### config.mk
export PLATFORM = sky130hd
export DESIGN_NAME = crcacc_top
export DESIGN_NICKNAME = d
export VERILOG_FILES = /design/src/core/crcacc_pkg.sv /design/src/core/crcacc_core.sv /design/src/core/crcacc_top.sv
export SDC_FILE = /design/constraint.sdc
export NUM_CORES = 1
export LEC_CHECK = 0
export ABC_AREA = 1
export BUFFER_PORTS_ARGS = -buffer_cell sky130_fd_sc_hd__buf_4
export CAP_MARGIN = 20
export CORE_MARGIN = 5
export CORE_UTILIZATION = 45
export CTS_CLUSTER_SIZE = 25
export DETAILED_ROUTE_END_ITERATION = 7
export PLACE_DENSITY = 0.72
export SYNTH_ARGS = -nofsm -noshare
export SYNTH_HDL_FRONTEND = slang
export SYNTH_SLANG_ARGS = --single-unit
### constraint.sdc
create_clock -name clk -period 1.9 [get_ports clk]
set_input_delay 0.38 -clock clk [delete_from_list [all_inputs] [get_ports clk]]
set_output_delay 0.38 -clock clk [all_outputs]
set_load 0.02 [all_outputs]
### src/core/crcacc_pkg.sv
// package: register map, reset values and types of the crc16 byte accumulator
// Function
// - fixed polynomial x16+x15+x2+1 only
// - bytes in, sixteen-bit remainder out
// - each input write with lane 0 strobed folds byte into remainder
// - update finishes within one cycle
// - low result byte readable, writable, resets ones
// - high result byte readable, writable, resets ones
// - input register write-only, at most one update per write
package crcacc_pkg;
	// printed offsets are not multiples of four: they are indices
	localparam logic [11:0] CRCACC_IDX_RES_LO = 12'h18e;
	localparam logic [11:0] CRCACC_IDX_RES_HI = 12'h18f;
	localparam logic [11:0] CRCACC_IDX_BYTE_IN = 12'h190;
	localparam int CRCACC_ADDR_W = 14;
	localparam logic [7:0] CRCACC_RES_LO_RST = 8'hff;
	localparam logic [7:0] CRCACC_RES_HI_RST = 8'hff;
	// reflected form of x16+x15+x2+1
	localparam logic [15:0] CRCACC_POLY_REFL = 16'ha001;
	localparam logic [1:0] CRCACC_RESP_OKAY = 2'h0;
	localparam logic [1:0] CRCACC_RESP_SLVERR = 2'h2;

	// one byte request to the crc core
	typedef struct packed {
		logic load_lo;
		logic load_hi;
		logic fold;
		logic [7:0] data;
	} crcacc_req_t;

	// byte address of a register index
	function automatic logic [CRCACC_ADDR_W-1:0] crcacc_byte_addr(
			input logic [11:0] idx);
		crcacc_byte_addr = {idx, 2'b00};
	endfunction
endpackage

### src/core/crcacc_core.sv
// crc16 remainder register with byte fold and seed loads
`timescale 1ns/1ps
`default_nettype none
module crcacc_core
	import crcacc_pkg::*;
(
	// clock and reset
	input wire logic clk,
	input wire logic rstn,
	// request
	input wire crcacc_req_t req,
	// remainder
	output logic [15:0] crc_ff
);
	logic [15:0] nxt_crc;

	// fold one byte lsb first, eight shifts in one cycle
	function automatic logic [15:0] crcacc_fold(input logic [15:0] c,
			input logic [7:0] d);
		logic [15:0] r;
		r = c ^ {8'h00, d};
		for (int i = 0; i < 8; i++) begin
			r = r[0] ? ((r >> 1) ^ CRCACC_POLY_REFL) : (r >> 1);
		end
		crcacc_fold = r;
	endfunction

	// next remainder: fold wins, else byte seeds
	always_comb begin
		nxt_crc = crc_ff;
		if (req.fold) begin
			nxt_crc = crcacc_fold(crc_ff, req.data);
		end else begin
			if (req.load_lo) begin
				nxt_crc[7:0] = req.data;
			end
			if (req.load_hi) begin
				nxt_crc[15:8] = req.data;
			end
		end
	end

	// remainder register
	always_ff @(posedge clk) begin
		if (!rstn) begin
			crc_ff <= {CRCACC_RES_HI_RST, CRCACC_RES_LO_RST};
		end else begin
			crc_ff <= nxt_crc;
		end
	end
endmodule
`default_nettype wire

### src/core/crcacc_top.sv
// crc16 byte accumulator with an axi4-lite register slave
`timescale 1ns/1ps
`default_nettype none
module crcacc_top
	import crcacc_pkg::*;
(
	// clock and reset
	input wire logic clk,
	input wire logic rstn,
	// write address
	input wire logic [CRCACC_ADDR_W-1:0] s_axi_awaddr,
	input wire logic s_axi_awvalid,
	output logic s_axi_awready,
	// write data
	input wire logic [31:0] s_axi_wdata,
	input wire logic [3:0] s_axi_wstrb,
	input wire logic s_axi_wvalid,
	output logic s_axi_wready,
	// write response
	output logic [1:0] s_axi_bresp,
	output logic s_axi_bvalid,
	input wire logic s_axi_bready,
	// read address
	input wire logic [CRCACC_ADDR_W-1:0] s_axi_araddr,
	input wire logic s_axi_arvalid,
	output logic s_axi_arready,
	// read data
	output logic [31:0] s_axi_rdata,
	output logic [1:0] s_axi_rresp,
	output logic s_axi_rvalid,
	input wire logic s_axi_rready
);
	// write side state
	logic aw_have_ff;
	logic w_have_ff;
	logic [CRCACC_ADDR_W-1:0] aw_addr_ff;
	logic [7:0] w_byte_ff;
	logic w_lane0_ff;
	logic do_write;
	// handshake strobes
	logic aw_take;
	logic w_take;
	logic rd_take;
	// next values of the response and read registers
	logic [1:0] nxt_bresp;
	logic [31:0] nxt_rdata;
	logic [1:0] nxt_rresp;
	// core request and remainder
	crcacc_req_t req;
	logic [15:0] crc;

	// true when a byte address falls on the word of a register index;
	// the two low address bits are ignored, so any byte lane hits
	function automatic logic reg_hit(input logic [CRCACC_ADDR_W-1:0] a,
			input logic [11:0] idx);
		logic [CRCACC_ADDR_W-1:0] base;
		base = crcacc_byte_addr(idx);
		reg_hit = (a[CRCACC_ADDR_W-1:2] == base[CRCACC_ADDR_W-1:2]);
	endfunction

	// register offset hit test for the write response
	function automatic logic is_mapped(input logic [CRCACC_ADDR_W-1:0] a);
		is_mapped = reg_hit(a, CRCACC_IDX_RES_LO)
			|| reg_hit(a, CRCACC_IDX_RES_HI)
			|| reg_hit(a, CRCACC_IDX_BYTE_IN);
	endfunction

	// handshakes: a channel moves when valid and ready meet at an edge
	assign aw_take = s_axi_awvalid && s_axi_awready;
	assign w_take = s_axi_wvalid && s_axi_wready;
	assign rd_take = s_axi_arvalid && s_axi_arready;

	// a write executes once both halves are held and the last answer is
	// gone; holding it off keeps exactly one response per write
	assign do_write = aw_have_ff && w_have_ff && !s_axi_bvalid;

	// address and data are captured independently, in either order
	always_ff @(posedge clk) begin
		if (!rstn) begin
			aw_have_ff <= 1'b0;
			aw_addr_ff <= '0;
		end else if (aw_take) begin
			aw_have_ff <= 1'b1;
			aw_addr_ff <= s_axi_awaddr;
		end else if (do_write) begin
			aw_have_ff <= 1'b0;
		end
	end

	// write data capture; only lane 0 carries a register byte
	always_ff @(posedge clk) begin
		if (!rstn) begin
			w_have_ff <= 1'b0;
			w_byte_ff <= '0;
			w_lane0_ff <= 1'b0;
		end else if (w_take) begin
			w_have_ff <= 1'b1;
			w_byte_ff <= s_axi_wdata[7:0];
			w_lane0_ff <= s_axi_wstrb[0];
		end else if (do_write) begin
			w_have_ff <= 1'b0;
		end
	end

	// ready raised one cycle after reset, dropped while holding a beat
	always_ff @(posedge clk) begin
		if (!rstn) begin
			s_axi_awready <= 1'b0;
			s_axi_wready <= 1'b0;
		end else begin
			s_axi_awready <= !(aw_have_ff || aw_take) || do_write;
			s_axi_wready <= !(w_have_ff || w_take) || do_write;
		end
	end

	// decode the write into a core request;
	// a mapped write with lane 0 off is answered okay but changes nothing
	always_comb begin
		req = '0;
		req.data = w_byte_ff;
		if (do_write && w_lane0_ff) begin
			if (reg_hit(aw_addr_ff, CRCACC_IDX_RES_LO)) begin
				req.load_lo = 1'b1;
			end else if (reg_hit(aw_addr_ff, CRCACC_IDX_RES_HI)) begin
				req.load_hi = 1'b1;
			end else if (reg_hit(aw_addr_ff, CRCACC_IDX_BYTE_IN)) begin
				req.fold = 1'b1;
			end
		end
	end

	// response code picked when the write executes; unmapped gets slverr
	always_comb begin
		nxt_bresp = s_axi_bresp;
		if (do_write) begin
			if (is_mapped(aw_addr_ff)) begin
				nxt_bresp = CRCACC_RESP_OKAY;
			end else begin
				nxt_bresp = CRCACC_RESP_SLVERR;
			end
		end
	end

	// write response valid: raised on execute, held until bready
	always_ff @(posedge clk) begin
		if (!rstn) begin
			s_axi_bvalid <= 1'b0;
		end else if (do_write) begin
			s_axi_bvalid <= 1'b1;
		end else if (s_axi_bready) begin
			s_axi_bvalid <= 1'b0;
		end
	end

	// write response code; changes only on execute, so it stands with bvalid
	always_ff @(posedge clk) begin
		if (!rstn) begin
			s_axi_bresp <= CRCACC_RESP_OKAY;
		end else begin
			s_axi_bresp <= nxt_bresp;
		end
	end

	// read address ready; low while a read answer waits, so one at a time
	always_ff @(posedge clk) begin
		if (!rstn) begin
			s_axi_arready <= 1'b0;
		end else begin
			s_axi_arready <= !s_axi_rvalid && !rd_take;
		end
	end

	// read data mux; the input register reads as zero
	always_comb begin
		nxt_rdata = 32'h00000000;
		nxt_rresp = CRCACC_RESP_OKAY;
		if (reg_hit(s_axi_araddr, CRCACC_IDX_RES_LO)) begin
			nxt_rdata = {24'h000000, crc[7:0]};
		end else if (reg_hit(s_axi_araddr, CRCACC_IDX_RES_HI)) begin
			nxt_rdata = {24'h000000, crc[15:8]};
		end else if (reg_hit(s_axi_araddr, CRCACC_IDX_BYTE_IN)) begin
			nxt_rdata = 32'h00000000;
		end else begin
			nxt_rresp = CRCACC_RESP_SLVERR;
		end
	end

	// read valid: raised one cycle after the take, held until rready
	always_ff @(posedge clk) begin
		if (!rstn) begin
			s_axi_rvalid <= 1'b0;
		end else if (rd_take) begin
			s_axi_rvalid <= 1'b1;
		end else if (s_axi_rready) begin
			s_axi_rvalid <= 1'b0;
		end
	end

	// read data and code load only on a take, so they stand until rready
	always_ff @(posedge clk) begin
		if (!rstn) begin
			s_axi_rdata <= 32'h00000000;
			s_axi_rresp <= CRCACC_RESP_OKAY;
		end else if (rd_take) begin
			s_axi_rdata <= nxt_rdata;
			s_axi_rresp <= nxt_rresp;
		end
	end

	// remainder store and byte fold; the core updates on the edge the
	// write executes, so a read issued after bvalid sees the new remainder
	crcacc_core u_core (
		.clk(clk),
		.rstn(rstn),
		.req(req),
		.crc_ff(crc)
	);
endmodule
`default_nettype wire

== Yosys cells after proc, flatten, opt, wreduce, memory -nomap -nowiden ==
Cells that the tools add are included.
Word-level totals
  register bits after elaboration: 82
  input port bits: 71
  output and inout port bits: 41
  word-level logic and storage cells: 84
Operators by class
  equal/unequal tests: 6
  mux-type cells: 30
  bitwise operators: 9
  reduce and logical (&&, ||, !) cells: 24
Operators with widths (number)
  two-way mux 16 bit: 9
  == test 12 x 9 -> 1 bit, second input constant: 6
  two-way mux 8 bit: 4
  NOT 2 -> 3 bit: 8
  bitwise XOR 16 x 8 -> 16 bit: 1
  nonzero test 2 bit: 6
  two-way mux 1 bit: 11
  two-way mux 2 bit: 5
  logical AND 1 bit: 7
  logical OR 1 bit: 6
  zero test 1 bit: 5
  two-way mux 3 bit: 1

== Logic depth before layout (Yosys ltp) ==
  depth in word-level cells: 18
  gate-level depth with buffers: 14
  mapped depth without buffers: 14

== Cells and area by module ==
From an unflattened synthesis, not the netlist that was laid out.
Second synthesis, totals
  cell total of the unflattened synthesis: 448
  area, all modules: 2994.1 um^2
By module, submodules not included
  crcacc_top: instances 1, cells each 270, area an instance 1918.1 um^2, sequential area each 760.7 um^2
  crcacc_core: instances 1, cells each 178, area an instance 1076.0 um^2, sequential area each 320.3 um^2

== Worst setup path before layout ==
OpenSTA, ideal clock, no wires.
  path kind: register to register
  start point: register s_axi_bvalid
  end point: register u_core.crc_ff[5]
  setup time: 137 ps
  arrival: 1291 ps
  data required time: 1763 ps
  slack: 472 ps
  stages on the path, launching flop included: 12
  path buffers: 1
  period minus slack after synthesis: 1428 ps
  cell sequence: dfxtp_1 nor2_2 nand2_1 inv_2 nand2_2 inv_2 nand2_2 buf_6 nand2_1 o21ai_1 nand2_1 o211ai_1
Between the ends
  longest elaborated chain between the ends: 5
  elaborated cells on any way between the ends: 6
  those cells by class: mux: 2; reduce/logical: 4
RTL lines
  from (decl): RTL line crcacc_top.sv:21  | output logic s_axi_bvalid,
  from (signal assigned): RTL line crcacc_top.sv:147  | s_axi_bvalid <= 1'b0;
  from (signal assigned): RTL line crcacc_top.sv:149  | s_axi_bvalid <= 1'b1;
  from (signal assigned): RTL line crcacc_top.sv:151  | s_axi_bvalid <= 1'b0;
  zero test 1 bit *: RTL line crcacc_top.sv:75  | assign do_write = aw_have_ff && w_have_ff && !s_axi_bvalid;
  logical AND 1 bit *: RTL line crcacc_top.sv:75
  logical AND 1 bit *: RTL line crcacc_top.sv:121  | if (do_write && w_lane0_ff) begin
  two-way mux 3 bit *: RTL line crcacc_top.sv:121
  two-way mux 16 bit or nonzero test 2 bit (tied branches)
  to (signal assigned): RTL line crcacc_core.sv:46  | crc_ff <= {CRCACC_RES_HI_RST, CRCACC_RES_LO_RST};
  to (signal assigned): RTL line crcacc_core.sv:48  | crc_ff <= nxt_crc;
  to (decl): RTL line crcacc_core.sv:13  | output logic [15:0] crc_ff
Every way passes the cells marked *; elsewhere a longest branch is shown, timed or not.
A chain may end at the register's enable or synchronous reset.

== Worst setup path after layout ==
  start point: register w_have_ff
  end point: register u_core.crc_ff[15]
Between the ends
  longest elaborated chain between the ends: 5
  elaborated cells on any way between the ends: 6
  those cells by class: mux: 2; reduce/logical: 4
RTL lines
  from (decl): RTL line crcacc_top.sv:35  | logic w_have_ff;
  from (signal assigned): RTL line crcacc_top.sv:93  | w_have_ff <= 1'b0;
  from (signal assigned): RTL line crcacc_top.sv:97  | w_have_ff <= 1'b1;
  from (signal assigned): RTL line crcacc_top.sv:101  | w_have_ff <= 1'b0;
  logical AND 1 bit * (2 in series): RTL line crcacc_top.sv:75
  logical AND 1 bit *: RTL line crcacc_top.sv:121
  two-way mux 3 bit *: RTL line crcacc_top.sv:121
  two-way mux 16 bit or nonzero test 2 bit (tied branches)
Marks and branches as above.

==> impl_metrics.yaml <==
detailed_routing:
  wl_per_cell_um: 12.0
  vias: 2668
  dr.pass1.iters: 6
  drtIter0Drc: 178
  route.detailed.vias_per_inst: 4.88
  routed_wl_um: 6550
  drc: 0
  drtAntennaViolNets: 0
cts:
  clk-insertion-delay-late_ns: 0.31
  cts_resized: 0
  postCtsSetupBuffers: 0
  htreeDepth: 2
  clkSlewWorstSetupHoldPaths_ns: 0.10
  cts_buffer_depth: 2
  holdBufCountCts: 0
  cts_tree: "built"
  clock-sinks: 54
  clockRootBuffer: "clkbuf_8"
  cts_made_buffers: 5
floorplanning:
  die_width_um: 90.0
  initial_utilization_pct: 45.9
  rows: 29
  die-area_um2: 8100
  io_pins: 112
  dieHeight_um: 90.0
  core_area_um2: 6280
global_routing:
  grt_pass1_wl_um: 11100
  grt_antenna_before_repair: 0
  grt_usage_pct: 15.8
  grt_max_degree: 34
  grt_overflow: 0
  grt_pass1_vias: 2487
final_layout:
  final_area_um2: 3370
  nets: 540
  layout-drive-gt1-share_pct: 18.9
  syn2layout_area_growth_pct: 17.2
  n_fill_cell: 639
  antenna_cells: 0
critical_path:
  cp.required_ns: 2.11
  endpoint_kind: "flip-flop"
  crit_cells: 11
  r2r_start: "w_have_ff"
  reg2reg_depth: 11
  rr_endpoint: "u_core.crc_ff[15]"
  critPathKind: "flip-flop to flip-flop"
  cp_common_cell: "nand2_1"
  endpoint: "u_core.crc_ff[15]"
  slowest_stage: "dfxtp_1"
  critPathLaunchType: "flip-flop"
  cp-startpoint: "w_have_ff"
  arrival_ns: 1.81
  regToRegSetupSlack_ns: 0.30
  cp_num_buf_inv: 3
  crit_family: "simple AND/OR/NAND/NOR gates"
  critPathMaxFanout: 16
  crit_chain: "inv_1 > nor2_2 > nand2_1 > inv_2 > nand2_2 > inv_2 > nand2_2 > nand2_1 > o21ai_0 > a31oi_1 > nand2_1"
  worst_path_largest_cell_delay_ns: 0.32
sta:
  fmax_mhz: 625
  setup_viol: 0
  setup-tns-final_ns: 0
  hold_viol_final: 0
  finalClockSkew_ns: 0.00851
  final_max_slew_viol_count: 0
  period_share_pct: 84.2
  finalWorstSetupSlack_ns: 0.301
  rsz0062_at_grt: "false"
  min_period_ns: 1.60
  worst_pin_slew_ns: 0.691
  relSlewSlack_pct: 53.9
power_and_ir_drop:
  ir_worst_vdd_mv: 0.383
  power_leakage_nw: 1.70
  power_density_nw_per_um2: 732
run:
  cap_violations: 0
worst_hold_path:
  min_path_type: "input pin to flip-flop"
logic_synthesis:
  avgSynthCellArea_um2: 6.94
  synth_seq_cells: 54
  synth.cell_area_um2: 2880
  yosys_warnings: 0
  syn_inst: 415
  synth.distinct_cells: 36
  seq_area_frac_synth_pct: 37.5
place:
  hpwl_um: 5100
  pre_cts_slack_ns: 0.220
  placed_area_um2: 3260
  place.gp.congestion: 0.854
  port_buffers: 54
run_status:
  outcome: "finished, final reports clean"
==> how the worst min path moves through the flow <==
stage	start	end	slack, ns	cells past startpoint
2_1_floorplan	aw_addr_ff[10]	aw_addr_ff[10]	0.43	2
3_3_place_gp	aw_addr_ff[10]	aw_addr_ff[10]	0.44	2
3_5_place_dp	s_axi_rvalid	s_axi_arready	0.45	1
4_1_cts	s_axi_rready	s_axi_rvalid	0.29	4
5_1_grt	s_axi_rready	s_axi_rvalid	0.31	4
6_report	s_axi_rready	s_axi_rvalid	0.30	4
==> power breakdown <==
group / internal (W) / switching [W]
clock: 0.000396 / 0.000391
sequential: 0.00119 / 0.0000358
combinational: 0.000173 / 0.000285
total: 0.00176 / 0.000713
==> cell families after synthesis <==
kind of cell,count (synthesis),synth area share (%)
xor+xnor,5,1.78
other cells,1,0.130
buf+inv,94,16.2
simple gates,168,25.6
flops,54,37.5
compound gates,93,18.7
==> layout make-up <==
type	count	area, um^2	area share [%]
clock inverters	3	43.8	1.30
multi-input cells	292	1430	42.3
well taps	77	96.3	2.86
clock buffers	5	68.8	2.04
flip-flops and latches	54	1080	32.0
repair buffers	59	443	13.1
inverters	57	214	6.34
==> Yosys cell counts (all sizes together) <==
| library cell | number | area share, % |
|---|---|---|
| nor4 | 2 | 0.65 |
| conb | 1 | 0.13 |
| a211oi | 1 | 0.26 |
| clkinv | 1 | 0.13 |
| inv | 56 | 7.3 |
| nand4 | 5 | 1.1 |
| a31oi | 5 | 1.1 |
| o221ai | 7 | 2.1 |
| xor2 | 3 | 1.2 |
| buf | 29 | 7.7 |
| nor3 | 5 | 1.0 |
| o211ai | 5 | 1.3 |
| o2111ai | 2 | 0.61 |
| xnor2 | 2 | 0.61 |
| nand2 | 92 | 13 |
| nand3 | 19 | 3.7 |
| o21a | 1 | 0.26 |
| a21oi | 25 | 4.5 |
| nor2 | 44 | 5.9 |
| nor4b | 1 | 0.52 |
| clkbuf | 8 | 1.0 |
| o21ai | 38 | 6.6 |
| o22ai | 8 | 1.7 |
| o31ai | 1 | 0.26 |
| dfxtp | 54 | 38 |
==> per-layer routing <==
metal	global-route usage [%]	part of all wire, %	up-vias
met1	19.5	45	1147
met5	0	0	-
met4	5.09	1.0	0
li1	-	-	1407
met3	4.59	7.9	9
met2	26.4	47	105
==> metrics by stage <==
step	power [W]	hold WS [ns]	utilization, %	cells
floorplan	0.00160	0.430	-	440
global placement	0.00170	0.440	51.9	539
detailed placement	0.00171	0.454	51.9	539
CTS	0.00249	0.293	53.7	547
global route	0.00259	0.310	53.7	547
finish	0.00247	0.303	53.7	547
==> state kept, by name (all words and copies together) (netlist names), 8 cells and up <==
| register | cells |
|---|---|
| aw_addr_ff | 12 |
| s_axi_rdata | 8 |
| u_core.crc_ff | 16 |
| w_byte_ff | 8 |
==> tightest hold or removal path: stages <==
cell and delay, ns:
buf_4 0.07, inv_1 0.03, nand2_1 0.04, a21oi_1 0.05
==> cells in the final DEF, fill, tap and decap left out, types with 2 or more instances in the layout <==
| cell | netlist | final |
|---|---|---|
| conb_1 | 1 | 26 |
| xor2_1 | 2 | 2 |
| nor2_1 | 42 | 42 |
| nand2_1 | 83 | 83 |
| nand2_2 | 9 | 9 |
| o21ai_0 | 31 | 31 |
| clkbuf_8 | 0 | 5 |
| dfxtp_1 | 54 | 54 |
| inv_2 | 4 | 4 |
| o2111ai_1 | 2 | 2 |
| inv_1 | 52 | 52 |
| a21oi_1 | 24 | 24 |
| nor2_2 | 2 | 2 |
| o221ai_1 | 7 | 7 |
| xnor2_1 | 2 | 2 |
| nand4_1 | 5 | 5 |
| nor3_1 | 4 | 4 |
| buf_4 | 26 | 59 |
| a31oi_1 | 5 | 5 |
| o211ai_1 | 5 | 5 |
| o21ai_1 | 7 | 7 |
| o22ai_1 | 8 | 8 |
| nand3_2 | 2 | 2 |
| nand3_1 | 17 | 17 |
Power figures use the tool's default switching activity.
